**src/pkg/charger_cfg_map.vh**
```
// register map, field positions and reset values of the three charger configuration registers
// included by the register bank and its thermal profile helper
`ifndef CHARGER_CFG_MAP_VH
`define CHARGER_CFG_MAP_VH

`define CFG_SIX_ADDR      8'h1c
`define CFG_SEVEN_ADDR    8'h1d
`define CFG_EIGHT_ADDR    8'h1e
`define CFG_SIX_RST       8'h00
`define CFG_SEVEN_RST     8'h32
`define CFG_EIGHT_RST     8'h15
`define CC_CODE_RST       8'h00
`define COMMIT_BIT        7
`define RSVD_BIT          6
`define PFM_HI            5
`define PFM_LO            4
`define KEY_HI            3
`define KEY_LO            2
`define KICK_HI           1
`define KICK_LO           0
`define KEY_OPEN          2'h3
`define KICK_CODE         2'h3
`define PFM_20K           2'h0
`define PFM_OFF           2'h3
`define PROFILE_BIT       7
`define SETPOINT_HI       6
`define SETPOINT_LO       3
`define SETPOINT_MAX      4'h9
`define SETPOINT_BASE_C   8'd85
`define SETPOINT_STEP_C   8'd5
`define COOL_V_BIT        2
`define COOL_I_BIT        1
`define STORAGE_BIT       0
`define TOP_BIT           7

`endif

```
**src/verilog/thermal_profile.v**
```verilog
// temperature profile: derives effective current code, voltage reduction and foldback from settings
// assumes temperature inputs are already synchronous to core_clk
`timescale 1ns/1ps
`include "charger_cfg_map.vh"

module thermal_profile (
  // clock and reset
  input  wire       core_clk,
  input  wire       rst,
  // settings
  input  wire       temp_profile_enable,
  input  wire [3:0] junction_regulation_setpoint,
  input  wire       cool_zone_voltage_reduce,
  input  wire       cool_zone_current_halve,
  input  wire [8:0] active_current_code,
  // sensed conditions
  input  wire [7:0] junction_temp_c,
  input  wire       in_cool_zone,
  // results
  output reg  [8:0] effective_current_code,
  output reg        termination_voltage_reduce,
  output reg        thermal_foldback_flag
);

  //////////////////////////////////////////////////////////////////////////////
  // setpoint in degrees; codes above the top step clamp to it
  function [7:0] setpoint_c;
    input [3:0] code;
    reg   [3:0] c;
    begin
      c = (code > `SETPOINT_MAX) ? `SETPOINT_MAX : code;
      setpoint_c = `SETPOINT_BASE_C + `SETPOINT_STEP_C * {4'h0, c};
    end
  endfunction

  wire cool_active = temp_profile_enable & in_cool_zone;

  //////////////////////////////////////////////////////////////////////////////
  always @(posedge core_clk or posedge rst) begin
    if (rst) begin
      effective_current_code     <= 9'h000;
      termination_voltage_reduce <= 1'b0;
      thermal_foldback_flag      <= 1'b0;
    end else begin
      // foldback of the current limit itself belongs to the analog loop fed by this flag
      thermal_foldback_flag      <= (junction_temp_c > setpoint_c(junction_regulation_setpoint));
      termination_voltage_reduce <= cool_active & cool_zone_voltage_reduce;
      if (cool_active && cool_zone_current_halve)
        effective_current_code <= {1'b0, active_current_code[8:1]};
      else
        effective_current_code <= active_current_code;
    end
  end

endmodule // thermal_profile

```
**src/verilog/charger_config_regs.v**
```verilog
// register bank for charger configuration six, seven and eight, with staged current code commit
// assumes the serial interface delivers one-cycle write strobes and a combinational read address
// How it works
// - bit7 write commits staged current, then clears
// - current top bit staged separately, commit only
// - pfm field: 0 is 20kHz, 3 disables
// - key 3 unlocks protected registers
// - other key codes lock; reset locked
// - kick code 3 restarts watchdog if enabled
// - profile enable lets temperature change settings
// - setpoint code 0 is 85C, +5C steps
// - over setpoint sets foldback flag
// - cool zone lowers termination voltage 180mV/cell
// - cool zone halves fast charge current
`timescale 1ns/1ps
`include "charger_cfg_map.vh"

module charger_config_regs (
  // clock and reset
  input  wire       core_clk,
  input  wire       rst,
  // serial register interface
  input  wire [7:0] reg_addr,
  input  wire [7:0] reg_wdata,
  input  wire       reg_wr,
  output reg  [7:0] reg_rdata,
  // staged low current code, its protection and the watchdog enable
  input  wire [7:0] fast_charge_current_code,
  input  wire       watchdog_enabled,
  input  wire       cc_reg_protected,
  // sensed conditions
  input  wire [7:0] junction_temp_c,
  input  wire       in_cool_zone,
  // outputs to the charger
  output reg  [8:0] active_current_code,
  output wire [8:0] effective_current_code,
  output wire       termination_voltage_reduce,
  output wire       thermal_foldback_flag,
  output wire [1:0] pulse_skip_floor_freq,
  output wire       pulse_skip_floor_disable,
  output wire       settings_unlocked,
  output reg        watchdog_restart,
  output reg        charge_current_commit,
  output wire       temp_profile_enable,
  output wire       forced_storage_mode
);

  //////////////////////////////////////////////////////////////////////////////
  // stored registers and their next values
  reg  [7:0] six_r;
  reg  [7:0] six_nxt;
  reg  [7:0] seven_r;
  wire [7:0] seven_nxt;
  reg  [7:0] eight_r;
  wire [7:0] eight_nxt;
  reg        unlocked_r;
  reg        unlocked_nxt;
  reg  [8:0] active_nxt;
  reg        restart_nxt;
  reg        commit_nxt;

  //////////////////////////////////////////////////////////////////////////////
  // address match, shared by the write decode and the read path
  function addr_is;
    input [7:0] addr;
    input [7:0] target;
    begin
      addr_is = (addr == target);
    end
  endfunction

  // a two-bit code field counts only on its exact value
  function code_is;
    input [1:0] field;
    input [1:0] code;
    begin
      code_is = (field == code);
    end
  endfunction

  //////////////////////////////////////////////////////////////////////////////
  // write decode
  wire       wr_six     = reg_wr && addr_is(reg_addr, `CFG_SIX_ADDR);
  wire       wr_seven   = reg_wr && addr_is(reg_addr, `CFG_SEVEN_ADDR);
  wire       wr_eight   = reg_wr && addr_is(reg_addr, `CFG_EIGHT_ADDR);
  wire       key_ok     = code_is(reg_wdata[`KEY_HI:`KEY_LO], `KEY_OPEN);
  wire       kick_ok    = code_is(reg_wdata[`KICK_HI:`KICK_LO], `KICK_CODE);
  wire       commit_req = wr_six && reg_wdata[`COMMIT_BIT];
  // the low code register lives outside; its protection is steered here
  wire       cc_allowed = !cc_reg_protected || unlocked_r;

  //////////////////////////////////////////////////////////////////////////////
  // plain storage bits: seven takes every write, eight only when allowed
  genvar g;
  generate
    for (g = 0; g < 8; g = g + 1) begin : g_store_bit
      assign seven_nxt[g] = wr_seven ? reg_wdata[g] : seven_r[g];
      // a refused write leaves the top bit and the limit bits as they were
      assign eight_nxt[g] = (wr_eight && cc_allowed) ? reg_wdata[g] : eight_r[g];
    end
  endgenerate

  //////////////////////////////////////////////////////////////////////////////
  // configuration six: command, floor, key and kick fields
  always @* begin
    six_nxt = six_r;
    if (wr_six) begin
      // commit bit never stores: it reads back zero, acting as an auto-clear
      six_nxt[`COMMIT_BIT]       = 1'b0;
      // reserved bit stored as written; the host keeps it at zero
      six_nxt[`RSVD_BIT]         = reg_wdata[`RSVD_BIT];
      six_nxt[`PFM_HI:`PFM_LO]   = reg_wdata[`PFM_HI:`PFM_LO];
      six_nxt[`KEY_HI:`KEY_LO]   = reg_wdata[`KEY_HI:`KEY_LO];
      six_nxt[`KICK_HI:`KICK_LO] = reg_wdata[`KICK_HI:`KICK_LO];
    end
  end

  //////////////////////////////////////////////////////////////////////////////
  // settings key
  always @* begin
    unlocked_nxt = unlocked_r;
    if (wr_six) begin
      // every write to six relatches the key, so any other code relocks
      unlocked_nxt = key_ok;
    end
  end

  // kick only counts with the watchdog running
  always @* begin
    restart_nxt = 1'b0;
    if (wr_six && kick_ok && watchdog_enabled) begin
      restart_nxt = 1'b1;
    end
  end

  //////////////////////////////////////////////////////////////////////////////
  // current commit; the lock is judged before this same write's key lands
  always @* begin
    active_nxt = active_current_code;
    commit_nxt = 1'b0;
    if (commit_req && cc_allowed) begin
      active_nxt = {eight_r[`TOP_BIT], fast_charge_current_code};
      commit_nxt = 1'b1;
    end
  end

  //////////////////////////////////////////////////////////////////////////////
  // register state
  always @(posedge core_clk or posedge rst) begin
    if (rst) begin
      six_r      <= `CFG_SIX_RST;
      seven_r    <= `CFG_SEVEN_RST;
      eight_r    <= `CFG_EIGHT_RST;
      unlocked_r <= 1'b0;
    end else begin
      six_r      <= six_nxt;
      seven_r    <= seven_nxt;
      eight_r    <= eight_nxt;
      unlocked_r <= unlocked_nxt;
    end
  end

  // active code and the one-cycle pulses
  always @(posedge core_clk or posedge rst) begin
    if (rst) begin
      active_current_code   <= {1'b0, `CC_CODE_RST};
      watchdog_restart      <= 1'b0;
      charge_current_commit <= 1'b0;
    end else begin
      active_current_code   <= active_nxt;
      watchdog_restart      <= restart_nxt;
      charge_current_commit <= commit_nxt;
    end
  end

  //////////////////////////////////////////////////////////////////////////////
  // read path: combinational, unmapped addresses read zero
  always @* begin
    reg_rdata = 8'h00;
    if (addr_is(reg_addr, `CFG_SIX_ADDR)) begin
      reg_rdata = six_r;
    end
    if (addr_is(reg_addr, `CFG_SEVEN_ADDR)) begin
      reg_rdata = seven_r;
    end
    if (addr_is(reg_addr, `CFG_EIGHT_ADDR)) begin
      reg_rdata = eight_r;
    end
  end

  //////////////////////////////////////////////////////////////////////////////
  // field views of configuration seven
  wire       profile_bit   = seven_r[`PROFILE_BIT];
  wire [3:0] setpoint_code = seven_r[`SETPOINT_HI:`SETPOINT_LO];
  wire       cool_v_bit    = seven_r[`COOL_V_BIT];
  wire       cool_i_bit    = seven_r[`COOL_I_BIT];
  wire       storage_bit   = seven_r[`STORAGE_BIT];

  assign pulse_skip_floor_freq    = six_r[`PFM_HI:`PFM_LO];
  // reserved codes keep the floor on, the safer choice against audible noise
  assign pulse_skip_floor_disable = code_is(six_r[`PFM_HI:`PFM_LO], `PFM_OFF);
  assign settings_unlocked        = unlocked_r;
  assign temp_profile_enable      = profile_bit;
  assign forced_storage_mode      = storage_bit;

  //////////////////////////////////////////////////////////////////////////////
  // temperature profile helper
  thermal_profile u_thermal (
    .core_clk                     (core_clk),
    .rst                          (rst),
    .temp_profile_enable          (profile_bit),
    .junction_regulation_setpoint (setpoint_code),
    .cool_zone_voltage_reduce     (cool_v_bit),
    .cool_zone_current_halve      (cool_i_bit),
    .active_current_code          (active_current_code),
    .junction_temp_c              (junction_temp_c),
    .in_cool_zone                 (in_cool_zone),
    .effective_current_code       (effective_current_code),
    .termination_voltage_reduce   (termination_voltage_reduce),
    .thermal_foldback_flag        (thermal_foldback_flag)
  );

endmodule // charger_config_regs

```
**config.mk**
```make
export PLATFORM = sky130hd
export DESIGN_NAME = charger_config_regs
export DESIGN_NICKNAME = d
export VERILOG_FILES = /design/src/verilog/thermal_profile.v /design/src/verilog/charger_config_regs.v
export VERILOG_INCLUDE_DIRS = /design/src /design/src/pkg
export SDC_FILE = /design/constraint.sdc
export NUM_CORES = 1
export LEC_CHECK = 0
export CAP_MARGIN = 20
export CORE_ASPECT_RATIO = 1.5
export CORE_MARGIN = 2
export CORE_UTILIZATION = 43
export CTS_BUF_LIST = sky130_fd_sc_hd__clkbuf_8
export DETAILED_ROUTE_END_ITERATION = 6
export DONT_BUFFER_PORTS = 1
export PLACE_DENSITY = 0.55
export SLEW_MARGIN = 40
export SYNTH_ARGS = -nofsm -noshare
export SYNTH_HDL_FRONTEND = slang
export SYNTH_SLANG_ARGS = --single-unit
```
**constraint.sdc**
```tcl
create_clock -name core_clk -period 6.14 [get_ports core_clk]
set_input_delay 1.842 -clock core_clk [delete_from_list [all_inputs] [get_ports core_clk]]
set_output_delay 1.842 -clock core_clk [all_outputs]
set_load 0.02 [all_outputs]
```
==> summary.md <==
| Metric | Value |
|---|---|
| Status | finished, final reports clean |
| EDFF count, synth | 0 |
| RePlAce Congestion | 0.738 |
| Mean area per synthesized cell | 12.6 um^2 |
| First-pass GRT wire length | 7.97 mm |
| H-tree depth | 2 |
| Initial antenna violation count | 0 |
| Max FO, Critical Path | 11 |
| Synth Net Count | 249 |
| Least-Margin Pin Slew | 679 ps |
| Fin nets | 250 |
| P&R area growth vs syn | 6.35% |
| Core area | 5490 um^2 |
| Peak VDD IR | 0.136 mV |
| Antenna viol nets, final | 0 |
| Die X | 65.8 um |
| Die height | 96.7 um |
| 1st-pass router iterations | 4 |
| Vias in the first global route | 1598 |
| Leakage | 1.34 nW |
| WL final | 4.74 mm |
| Unrepaired setup endpoints after global routing | no |
| Largest net degree at the start of global routing | 47 |
| Via count | 1459 |
| Crit Path Class | in2out |
| Die Area | 6360 um^2 |
| Setup repair bufs after CTS | 0 |
| Synth Instances | 195 |
| Worst EP required | 4300 ps |
| Worst-case reg-to-reg path depth | 10 |
| Yosys cell types | 35 |
| Tmin final | 4900 ps |
| Arr. time, crit path | 3060 ps |
| Reg-to-reg endpoint | u_thermal.thermal_foldback_flag |
| Clock share of power | 0.377 |
| Worst min path class | reg2reg |
| Sw Share | 0.227 |
| Fill count | 507 |
| Setup TNS Final | 0 ps |
| Hold Startpoint | six_r[0] |
| Ys async rst share | 1.00 |
| Ant. Diodes | 0 |
| Share of layout cells above drive strength 1 | 0.320 |
| Post-CTS Resized | 0 |
| Power per cell area | 232 nW/um^2 |
| Critical Path Source Type | input port |
| CTS Buf Count | 5 |
| Max-cap violations | 0 |
| Fin Clk Skew | 7.70 ps |
| Slew HR | 0.546 |
| Number of placement rows | 33 |
| Clk_lat worst skew | 290 ps |
| Hold buffers post-CTS | 0 |
| Inst Count DP | 259 |
| Synthesis warning total | 0 |
| Crit-path max cell delay | 470 ps |
| Total grt overflow | 0 |
| Initial Util | 0.448 |
| Reg2Reg Launch Point | seven_r[6] |
| Max-slew violation count | 0 |
| Comb pwr share | 0.091 |
| Tcrit/Tclk final | 0.798 |
| Worst-path cell chain | nor4b_4 -> nand3_2 -> nor2_1 |
| Largest delay share family, worst path | simple AND/OR/NAND/NOR gates |
| Commonest non-fill, non-tap cell in the layout | dfrtp_1 |
| Root buffer selected by CTS | clkbuf_8 |
| Drt drc | 0 |
| Register bit total from synthesis | 46 |
| # setup viols final | 0 |
| Sequential fraction of the synthesis area | 0.471 |
| CTS Sinks | 46 |
| Switching pwr | 0.138 mW |
| Avg Vias per Cell | 5.46 |
| GRT Util Overall | 0.162 |
| Iter 0 DRT Violations | 19 |
| Achievable Freq | 204 MHz |
| WL per Instance | 17.8 um |
| R2R setup slack | 3310 ps |
| Int Pwr | 0.470 mW |
| HPWL after DPL | 3.66 mm |
| Worst setup EP type | output pin |
| Clock Path Buffers | 2 |
| Commonest non-fill, non-tap cells in the layout | dfrtp_1 (40), mux2_2 (31), nor2_1 (17) |
| Slowest-stage cell, CP | nor2_1 |
| I/O pin total | 74 |
| Ys flop type | dfrtp_1 |
| Final Non-Filler Cells | 267 |
| Final Hold Vio Count | 0 |
| Crit path buffers/inverters | 0 |
| Hold-critical path depth | 1 |
| Share of power burned in registers | 0.532 |
| Synth Cell Area | 2460 um^2 |
| CTS tree | done |
| Worst Hold Path EP | six_r[0] |
| IO buf count | 0 |
| Clock-pin slew on the worst setup and hold paths | 80 ps |
cell families after synthesis:
kind of cell | share of synthesized area
buf+inv | 0.0310
simple gates | 0.130
mux | 0.225
flops | 0.471
fa+ha+maj | 0.0813
other cells | 0.00152
xor+xnor | 0.0107
compound gates | 0.0498
flip-flops by register name, indices dropped and copies added (netlist names):
register and flops:
active_current_code 9, u_thermal.effective_current_code 9, eight_r 8, seven_r 8, six_r 7, charge_current_commit 1, settings_unlocked 1, u_thermal.termination_voltage_reduce 1
u_thermal.thermal_foldback_flag 1, watchdog_restart 1
metrics by stage:
| stage | util | hold WS (ps) | total power, mW | cell area, um^2 | setup WS (ps) |
|---|---|---|---|---|---|
| 3_5_place_dp | 0.456 | 493 | 0.385 | 2500 | 1230 |
| 6_report | 0.477 | 510 | 0.608 | 2620 | 1240 |
| 3_3_place_gp | 0.455 | 488 | 0.381 | 2500 | 1270 |
| 2_1_floorplan | - | 479 | 0.377 | 2460 | 1570 |
| 4_1_cts | 0.477 | 513 | 0.616 | 2620 | 1230 |
| 5_1_grt | 0.477 | 533 | 0.638 | 2620 | 1180 |
worst max path at each step:
stage,from,end,slack (ps),cells after the start
2_1_floorplan,reg_addr[5],reg_rdata[0],1570,4
6_report,reg_addr[5],reg_rdata[5],1240,3
4_1_cts,reg_addr[5],reg_rdata[5],1230,3
5_1_grt,reg_addr[5],reg_rdata[3],1180,3
3_5_place_dp,reg_addr[5],reg_rdata[5],1230,3
3_3_place_gp,reg_addr[5],reg_rdata[5],1270,3
per-layer routing:
layer  GRT usage  vias up  part of all wire
met5           0        -                 0
met4      0.0593        0             0.015
met3      0.0535        5             0.077
met2       0.270       53              0.52
met1       0.192      719              0.39
li1            -      682                 -
final cells by class:
| type | count | area, um^2 | share of cell area |
|---|---|---|---|
| sequential | 46 | 1160 | 0.442 |
| clock buffer | 6 | 82.6 | 0.0315 |
| multi-input combinational | 136 | 1230 | 0.469 |
| tap | 70 | 87.6 | 0.0334 |
| inverter | 7 | 28.8 | 0.0110 |
| clock inverter | 2 | 33.8 | 0.0129 |
cells in the mapped netlist (2+ instances only):
cell | n | area share
ha_1 | 16 | 0.081
mux2_4 | 9 | 0.055
or2_2 | 2 | 0.0051
nor2b_1 | 6 | 0.015
nor2_8 | 2 | 0.016
buf_6 | 2 | 0.0091
nand4_1 | 2 | 0.0051
inv_1 | 7 | 0.011
buf_4 | 3 | 0.0091
mux2i_1 | 7 | 0.028
and2_1 | 2 | 0.0051
o21ai_0 | 4 | 0.0081
a21oi_1 | 13 | 0.026
xor2_1 | 2 | 0.0071
nand2b_1 | 2 | 0.0051
nor2_1 | 17 | 0.026
mux2_2 | 31 | 0.14
dfstp_2 | 6 | 0.064
nand3_1 | 3 | 0.0061
nand2_1 | 5 | 0.0076
dfrtp_1 | 40 | 0.41
power groups by stage:
stage,sequential [mW],clock (mW),combinational [mW]
after detailed placement,0.329,0,0.0562
final,0.323,0.229,0.0555
after floorplan,0.326,0,0.0509
after global placement,0.329,0,0.0521
after CTS,0.323,0.236,0.0566
after global routing,0.325,0.250,0.0632
worst register-to-register path, stage by stage (launching register included):
cell and delay [ps]:
dfrtp_1 440, or2_2 320, ha_1 300, ha_1 340, a21o_1 200, a21oi_1 210
xor2_1 180, ha_1 260, a21oi_1 140, o21ai_0 120, o22a_1 200
(Power assumes the default switching activity.)
